<file path="config.mk">
export PLATFORM = sky130hd
export DESIGN_NAME = port_pin_mode_control
export DESIGN_NICKNAME = d
export VERILOG_FILES = /design/src/core/port_mode_pkg.sv /design/src/core/port_pin_mode_control.sv
export SDC_FILE = /design/constraint.sdc
export NUM_CORES = 1
export LEC_CHECK = 0
export BUFFER_PORTS_ARGS = -buffer_cell sky130_fd_sc_hd__buf_4
export CORE_ASPECT_RATIO = 1.2
export CORE_UTILIZATION = 52
export DETAILED_ROUTE_END_ITERATION = 16
export GPL_ROUTABILITY_DRIVEN = 0
export PLACE_DENSITY = 0.78
export SETUP_SLACK_MARGIN = 0.02
export SKIP_LAST_GASP = 1
export SLEW_MARGIN = 20
export SYNTH_ARGS = -nofsm -noshare
export SYNTH_HDL_FRONTEND = slang
export SYNTH_SLANG_ARGS = --single-unit
export TNS_END_PERCENT = 50
</file>
<file path="constraint.sdc">
create_clock -name clk_i -period 1.25 [get_ports clk_i]
set_clock_uncertainty 0.2 [all_clocks]
set_input_delay 0.25 -clock clk_i [delete_from_list [all_inputs] [get_ports clk_i]]
set_output_delay 0.25 -clock clk_i [all_outputs]
set_load 0.01 [all_outputs]
</file>
<file path="src/core/port_mode_pkg.sv">
// package for the port pin mode control block
// assumes a byte-wide cpu register file access with 8-bit addresses
package port_mode_pkg;

    // ------------------------------------------------------------
    // register addresses
    // ------------------------------------------------------------
    localparam logic [7:0] ADDR_PORT_A_LOW_PIN_MODES  = 8'hED;
    localparam logic [7:0] ADDR_PORT_B_HIGH_PIN_MODES = 8'hEE;
    localparam logic [7:0] ADDR_PORT_B_LOW_PIN_MODES  = 8'hEF;

    // ------------------------------------------------------------
    // reset values and field layout
    // ------------------------------------------------------------
    localparam logic [7:0] MODE_REG_RESET = 8'h00;
    localparam int         MODE_W         = 2;
    localparam int         PORT_B_PINS    = 8;
    localparam int         PORT_A_PIN0_LO = 0;

    // ------------------------------------------------------------
    // mode field encodings
    // ------------------------------------------------------------
    localparam logic [1:0] MODE_INPUT      = 2'h0;
    localparam logic [1:0] MODE_INPUT_PU   = 2'h1;
    localparam logic [1:0] MODE_OPEN_DRAIN = 2'h2;
    localparam logic [1:0] MODE_PUSH_PULL  = 2'h3;

    // pin buffer controls for one pin
    typedef struct packed {
        logic pull_up;    // weak pull-up on
        logic drive_en;   // output buffer enabled
        logic open_drain; // drive low only
    } pin_ctrl_s;

    localparam pin_ctrl_s PIN_CTRL_RESET = '{pull_up: 1'b0, drive_en: 1'b0, open_drain: 1'b0};

endpackage

</file>
<file path="src/core/port_pin_mode_control.sv">
// pin mode control registers and pin buffer decode for port b and pin 0 of port a
// assumes cpu register accesses are single-cycle strobes synchronous to clk_i
`timescale 1ns/1ps

module port_pin_mode_control
    import port_mode_pkg::*;
#(
    parameter int PINS = PORT_B_PINS
) (
    input  wire logic                 clk_i,          // 25 mhz system clock
    input  wire logic                 reset_n_i,      // async chip reset, active low
    input  wire logic [7:0]           reg_addr_i,     // register file address
    input  wire logic                 reg_wr_i,       // write strobe
    input  wire logic                 reg_rd_i,       // read strobe
    input  wire logic                 reg_direct_i,   // access uses register addressing
    input  wire logic [7:0]           reg_wdata_i,    // write data
    output logic      [7:0]           reg_rdata_o,    // read data
    output logic                      reg_rvalid_o,   // read data valid pulse
    output pin_ctrl_s [PINS-1:0]      port_b_ctrl_o,  // port b pin buffer controls
    output pin_ctrl_s                 port_a_pin0_o   // port a pin0 buffer controls
);

    // ------------------------------------------------------------
    // mode registers
    // ------------------------------------------------------------
    logic [7:0]           port_b_high_pin_modes_reg;
    logic [7:0]           port_b_low_pin_modes_reg;
    logic [7:0]           port_a_low_pin_modes_reg;
    logic [2*PINS-1:0]    port_b_modes;
    pin_ctrl_s [PINS-1:0] port_b_ctrl_next;
    pin_ctrl_s            port_a_pin0_next;

    // decode of accesses; non-direct accesses are ignored
    wire logic access_ok = reg_direct_i;
    wire logic sel_b_hi  = reg_addr_i == ADDR_PORT_B_HIGH_PIN_MODES;
    wire logic sel_b_lo  = reg_addr_i == ADDR_PORT_B_LOW_PIN_MODES;
    wire logic sel_a_lo  = reg_addr_i == ADDR_PORT_A_LOW_PIN_MODES;
    wire logic sel_any   = sel_b_hi | sel_b_lo | sel_a_lo;
    wire logic wr_b_hi   = reg_wr_i & access_ok & sel_b_hi;
    wire logic wr_b_lo   = reg_wr_i & access_ok & sel_b_lo;
    wire logic wr_a_lo   = reg_wr_i & access_ok & sel_a_lo;
    wire logic rd_hit    = reg_rd_i & access_ok & sel_any;

    // read data selection
    wire logic [7:0] rd_mux = sel_b_hi ? port_b_high_pin_modes_reg :
                              sel_b_lo ? port_b_low_pin_modes_reg  :
                              sel_a_lo ? port_a_low_pin_modes_reg  : 8'h00;

    // register writes
    always_ff @(posedge clk_i or negedge reset_n_i) begin
        if (!reset_n_i) begin
            port_b_high_pin_modes_reg <= MODE_REG_RESET;
            port_b_low_pin_modes_reg  <= MODE_REG_RESET;
            port_a_low_pin_modes_reg  <= MODE_REG_RESET;
        end else begin
            if (wr_b_hi) begin
                port_b_high_pin_modes_reg <= reg_wdata_i;
            end
            if (wr_b_lo) begin
                port_b_low_pin_modes_reg <= reg_wdata_i;
            end
            if (wr_a_lo) begin
                port_a_low_pin_modes_reg <= reg_wdata_i;
            end
        end
    end

    // read answer, one cycle after the strobe
    always_ff @(posedge clk_i or negedge reset_n_i) begin
        if (!reset_n_i) begin
            reg_rdata_o  <= 8'h00;
            reg_rvalid_o <= 1'b0;
        end else begin
            reg_rvalid_o <= rd_hit;
            reg_rdata_o  <= rd_hit ? rd_mux : 8'h00;
        end
    end

    // ------------------------------------------------------------
    // mode decode
    // ------------------------------------------------------------
    // pin i uses bits 2i+1:2i of {high, low}; pin3 lands on low bits 7-6
    assign port_b_modes = {port_b_high_pin_modes_reg, port_b_low_pin_modes_reg};

    // four-way mode decode to buffer controls
    function automatic pin_ctrl_s decode_mode(input logic [1:0] mode);
        pin_ctrl_s c;
        c.pull_up    = (mode == MODE_INPUT_PU);
        c.drive_en   = (mode == MODE_OPEN_DRAIN) | (mode == MODE_PUSH_PULL);
        c.open_drain = (mode == MODE_OPEN_DRAIN);
        return c;
    endfunction

    // one decoder per port b pin
    for (genvar i = 0; i < PINS; i++) begin : g_pin
        assign port_b_ctrl_next[i] = decode_mode(port_b_modes[2*i +: MODE_W]);
    end

    // port a pin0 shares the same encoding
    assign port_a_pin0_next = decode_mode(
        port_a_low_pin_modes_reg[PORT_A_PIN0_LO +: MODE_W]);

    // registered pin controls, plain input after reset
    always_ff @(posedge clk_i or negedge reset_n_i) begin
        if (!reset_n_i) begin
            port_b_ctrl_o <= {PINS{PIN_CTRL_RESET}};
            port_a_pin0_o <= PIN_CTRL_RESET;
        end else begin
            port_b_ctrl_o <= port_b_ctrl_next;
            port_a_pin0_o <= port_a_pin0_next;
        end
    end

endmodule

</file>
### Word-level counts from Yosys, hierarchy flattened

Index checks and enable logic that the tools add are counted.

* add/subtract/negate cells: 0
* multipliers: 0
* div/mod/pow operators: 0
* $lt $le $gt $ge: 0
* equality and inequality tests: 30
* shift operators: 0
* multiplexer cells: 4
* bitwise operators: 17
* reductions and logical operators: 0

Operators with widths (count)
* 2-bit == test (second input constant): 18
* 8-bit 2-to-1 mux: 4
* 8-bit == test (second input constant): 3
* 2-bit by 1-bit == test with 1-bit output (second input constant): 9
* 1-bit OR: 11
* 1-bit AND: 6

* bits in registers: 60
* latch bits: 0
* bits in writable memories: 0
* memory bits (read-only): 0
* input port bits: 21
* output and inout bits: 36
* word-level logic and storage cells: 83
* memories kept: 0

### Depth between registers and ports, before layout

* depth after elaboration: 5
* depth in mapped cells: 4
* mapped depth without buffers: 3

### Worst setup path before layout

Ideal clock, no wire load.

* path kind: input to register
* from: input port reg_addr_i[4]
* to: register port_b_high_pin_modes_reg[3]
* setup time: 125 ps
* arrival time: 1109 ps
* required time: 925 ps
* path slack: -184 ps
* cell stages on the path: 4
* buffers on the path: 1
* cells stage by stage: and4b_1 -> buf_4 -> nand4_4 -> mux2_4

* word-level cells in the longest chain between the ends: 2

RTL lines
* from (decl): RTL line port_pin_mode_control.sv:12 `input wire logic [7:0] reg_addr_i,`
* 8-bit == test: RTL line port_pin_mode_control.sv:35 `wire logic sel_b_hi = reg_addr_i == ADDR_PORT_B_HIGH_PIN_MODES;`
* 1-bit AND: RTL line port_pin_mode_control.sv:39 `wire logic wr_b_hi = reg_wr_i & access_ok & sel_b_hi;`
* to (signal assigned): RTL line port_pin_mode_control.sv:57 `port_b_high_pin_modes_reg <= reg_wdata_i;`
* to (decl): RTL line port_pin_mode_control.sv:26 `logic [7:0] port_b_high_pin_modes_reg;`

Every way passes these cells.
A chain may end at the register's enable or synchronous reset.

### Worst setup path in the final report

* from: register port_b_ctrl_o[3] in the netlist's numbering
* to: output port port_b_ctrl_o[3] in the netlist's numbering

RTL lines
* from (decl): RTL line port_pin_mode_control.sv:19 `output pin_ctrl_s [PINS-1:0] port_b_ctrl_o,`
* from (signal assigned): RTL line port_pin_mode_control.sv:106 `port_b_ctrl_o <= {PINS{PIN_CTRL_RESET}};`
* from (signal assigned): RTL line port_pin_mode_control.sv:109 `port_b_ctrl_o <= port_b_ctrl_next;`

No word-level cell between the ends.

==> impl_metrics.toml <==
[outcome]
outcome = "finished with violations"
violations = "negative setup slack"

[power]
power_switching_uw = 859
peakVddDrop_mv = 0.873
pwr-share-clk = 0.427
p_seq_frac = 0.499
switching_share = 0.213
power_per_cell_area_nw_per_um2 = 1240
finalPower_mw = 4.04
intPower_mw = 3.18
leakagePower_nw = 1.71
p_comb_frac = 0.075

[global_routing]
grt_max_degree = 61
grt_util_all_layers = 0.209
grt_pass1_wl_um = 6980
antenna_found_initial = 0
grt_pass1_vias = 1503
grt-ovfl-total = 0

[drt]
via_per_inst = 5.06
dr.pass1.iters = 4
drt_drc_violations_left = 0
drt_iter0_drc = 58
antenna_left = 0
vias = 1443
wl_per_cell_um = 15.2
wl_um = 4340

[critical_path]
critical-path-top-delay-family = "flip-flops"
crit_path_max_fanout = 1
timing.rr.start = "port_b_low_pin_modes_reg[4]$_DFFE_PN0P_"
critPathRequiredTime_ns = 0.80
end_kind = "output port"
r2r_end = "reg_rdata_o[4]$_DFF_PN0_"
critPathMaxStageDelay_ns = 0.39
crit_chain = "buf_6"
slowest_stage = "dfrtp_1"
crit_buf_inv = 1
reg2reg_depth = 3
startpoint_type = "flop"
cp.arrival_ns = 0.85
reg2reg_slack_ns = 0.02
critPathKind = "flop to output port"

[synthesis]
yosys.area_share.simple = 0.108
synthAdderAreaFrac = 0
syn_area_per_cell_sq_um = 15.1
synthesis.area_sq_um = 2270
yosysWarnings = 0
ys_ff_latch = 60
synth.area.top_cells = "dfrtp_1 (66%), mux2_2 (14%), nor2b_1 (5.2%)"
yosysTopAreaCellShare = 0.662
synth_nets = 171
yosys.area.top_type = "dfrtp_1"
synth_compound_area_frac = 0.0331
yosysUniqueCellTypes = 17
synth_cells = 150
synth.mux.area_fraction = 0.164
seq_area_frac_synth = 0.662
synth_top_family_by_area = "multiplexers"
synth_xor_area_frac = 0

[die]
io_pins = 57
fp.dieW_um = 62.3
die_area_sq_um = 4630
dieHeight_um = 74.4
initial_core_util = 0.558
rows = 25
coreArea_sq_um = 4070

[timing]
fin_setup_tns_ns = -0.759
hold_viol = 0
setup_viol_count_final = 36
drv_slew = 0
grt_setup_unrepaired = "yes"
worst_slack_ns = -0.0492
relSlewSlack = 0.803
tightest_slew_ns = 0.295
finalCritPeriodShare = 1.04
fmax_ghz = 0.770
min_period_ns = 1.30

[final_layout]
antenna_cells = 0
final_layout_size_suffix_gt1_frac = 0.532
area_growth_pct = 43.5
finalNetCount = 247
layout_common_cells = "dfrtp_1 (60), buf_6 (38), buf_4 (30)"
registers.top_by_ff_count = "port_b_ctrl_o"
layout_commonest_cell = "dfrtp_1"
largest_reg_flops = 24

[min_path]
hold_path_depth = 4
hold_path_end = "reg_rvalid_o$_DFF_PN0_"
min-delay-start = "reg_rd_i"
min_path_type = "input port to flop"

[clock_network]
cts_tree = "built"
cts_sinks = 60
clk_root_buffer_cell = "clkbuf_8"
cts_made_buffers = 9
post_cts_buffers = 0
clockBufferDepth = 2
cts.htree.levels = 3
clk_latency_ns = 0.33
path_clk_slew_ns = 0.06

[job]
maxCapViolCount = 0

[place]
port_buffers = 56
==> worst max-delay path by stage <==
stage                                          start                                  endpoint  slack (ns)  depth (start not counted)
final                     port_b_ctrl_o[3]$_DFF_PN0_                          port_b_ctrl_o[3]       -0.05                          1
after floorplan                        reg_addr_i[4]  port_b_high_pin_modes_reg[3]$_DFFE_PN0P_       -0.16                          4
after detailed placement               reg_addr_i[4]   port_b_low_pin_modes_reg[3]$_DFFE_PN0P_       -0.37                          5
after global placement                 reg_addr_i[4]  port_b_high_pin_modes_reg[5]$_DFFE_PN0P_       -0.33                          5
after global routing      port_b_ctrl_o[3]$_DFF_PN0_                          port_b_ctrl_o[3]       -0.08                          1
after CTS                 port_b_ctrl_o[5]$_DFF_PN0_                          port_b_ctrl_o[5]       -0.05                          1
==> power by group through the flow <==
stage / sequential (mW) / clock, mW / combinational, mW
floorplan: 2.05 / 0 / 0.0856
detailed placement: 2.04 / 0 / 0.264
CTS: 2.01 / 1.75 / 0.300
global placement: 2.04 / 0 / 0.254
finish: 2.01 / 1.72 / 0.301
global route: 2.02 / 1.85 / 0.327
==> layer usage <==
| layer | wire length (um) | global-route usage |
|---|---|---|
| met5 | 0 | 0 |
| met4 | 71 | 0.116 |
| met3 | 181 | 0.0598 |
| met2 | 2440 | 0.369 |
| met1 | 1650 | 0.233 |
==> final cells by class <==
cell class / instances / area (sq um)
flip-flops and latches: 60 / 1500
fillers: 224 / 812
repair buffers: 79 / 783
multi-input cells: 75 / 696
clock buffers: 12 / 155
well taps: 54 / 67.6
clock inverters: 4 / 47.5
inverters: 1 / 3.75
==> kinds of logic (layout without fill, tap and decap cells) <==
logic type      Yosys count  count (layout)
compound gates            9               9
buf+inv                  15              96
flops                    60              60
mux                      32              32
simple gates             34              34
==> metrics by stage <==
stage | setup slack (ns) | instance area, sq um | std cells | hold WS, ns | utilization
2_1_floorplan | -0.158 | 2280 | 150 | -0.246 | -
3_3_place_gp | -0.328 | 2810 | 260 | 0.0501 | 0.692
3_5_place_dp | -0.370 | 2810 | 260 | 0.0629 | 0.692
4_1_cts | -0.0522 | 3220 | 285 | 0.123 | 0.791
5_1_grt | -0.0792 | 3250 | 285 | 0.134 | 0.800
6_report | -0.0492 | 3250 | 285 | 0.128 | 0.800
==> synthesized netlist by cell type <==
library cell	count
a22oi_1	8
and3_1	1
nor2_1	8
mux2_2	29
inv_1	1
and4b_1	1
and2_2	1
dfrtp_1	60
buf_2	1
clkbuf_1	9
nand4_4	3
buf_4	3
buf_6	1
and2b_1	1
mux2_4	3
o2111ai_2	1
nor2b_1	19
==> what timing repair did <==
| action | 4_1_cts | 5_1_grt |
|---|---|---|
| gates resized for setup | 29 | 11 |
| hold buffers | 9 | 0 |
| pin swaps | 0 | 1 |
| endpoints found under the hold margin | 84 | 0 |
| setup endpoints to repair | 59 | 65 |
Power figures use the tool's default switching activity.
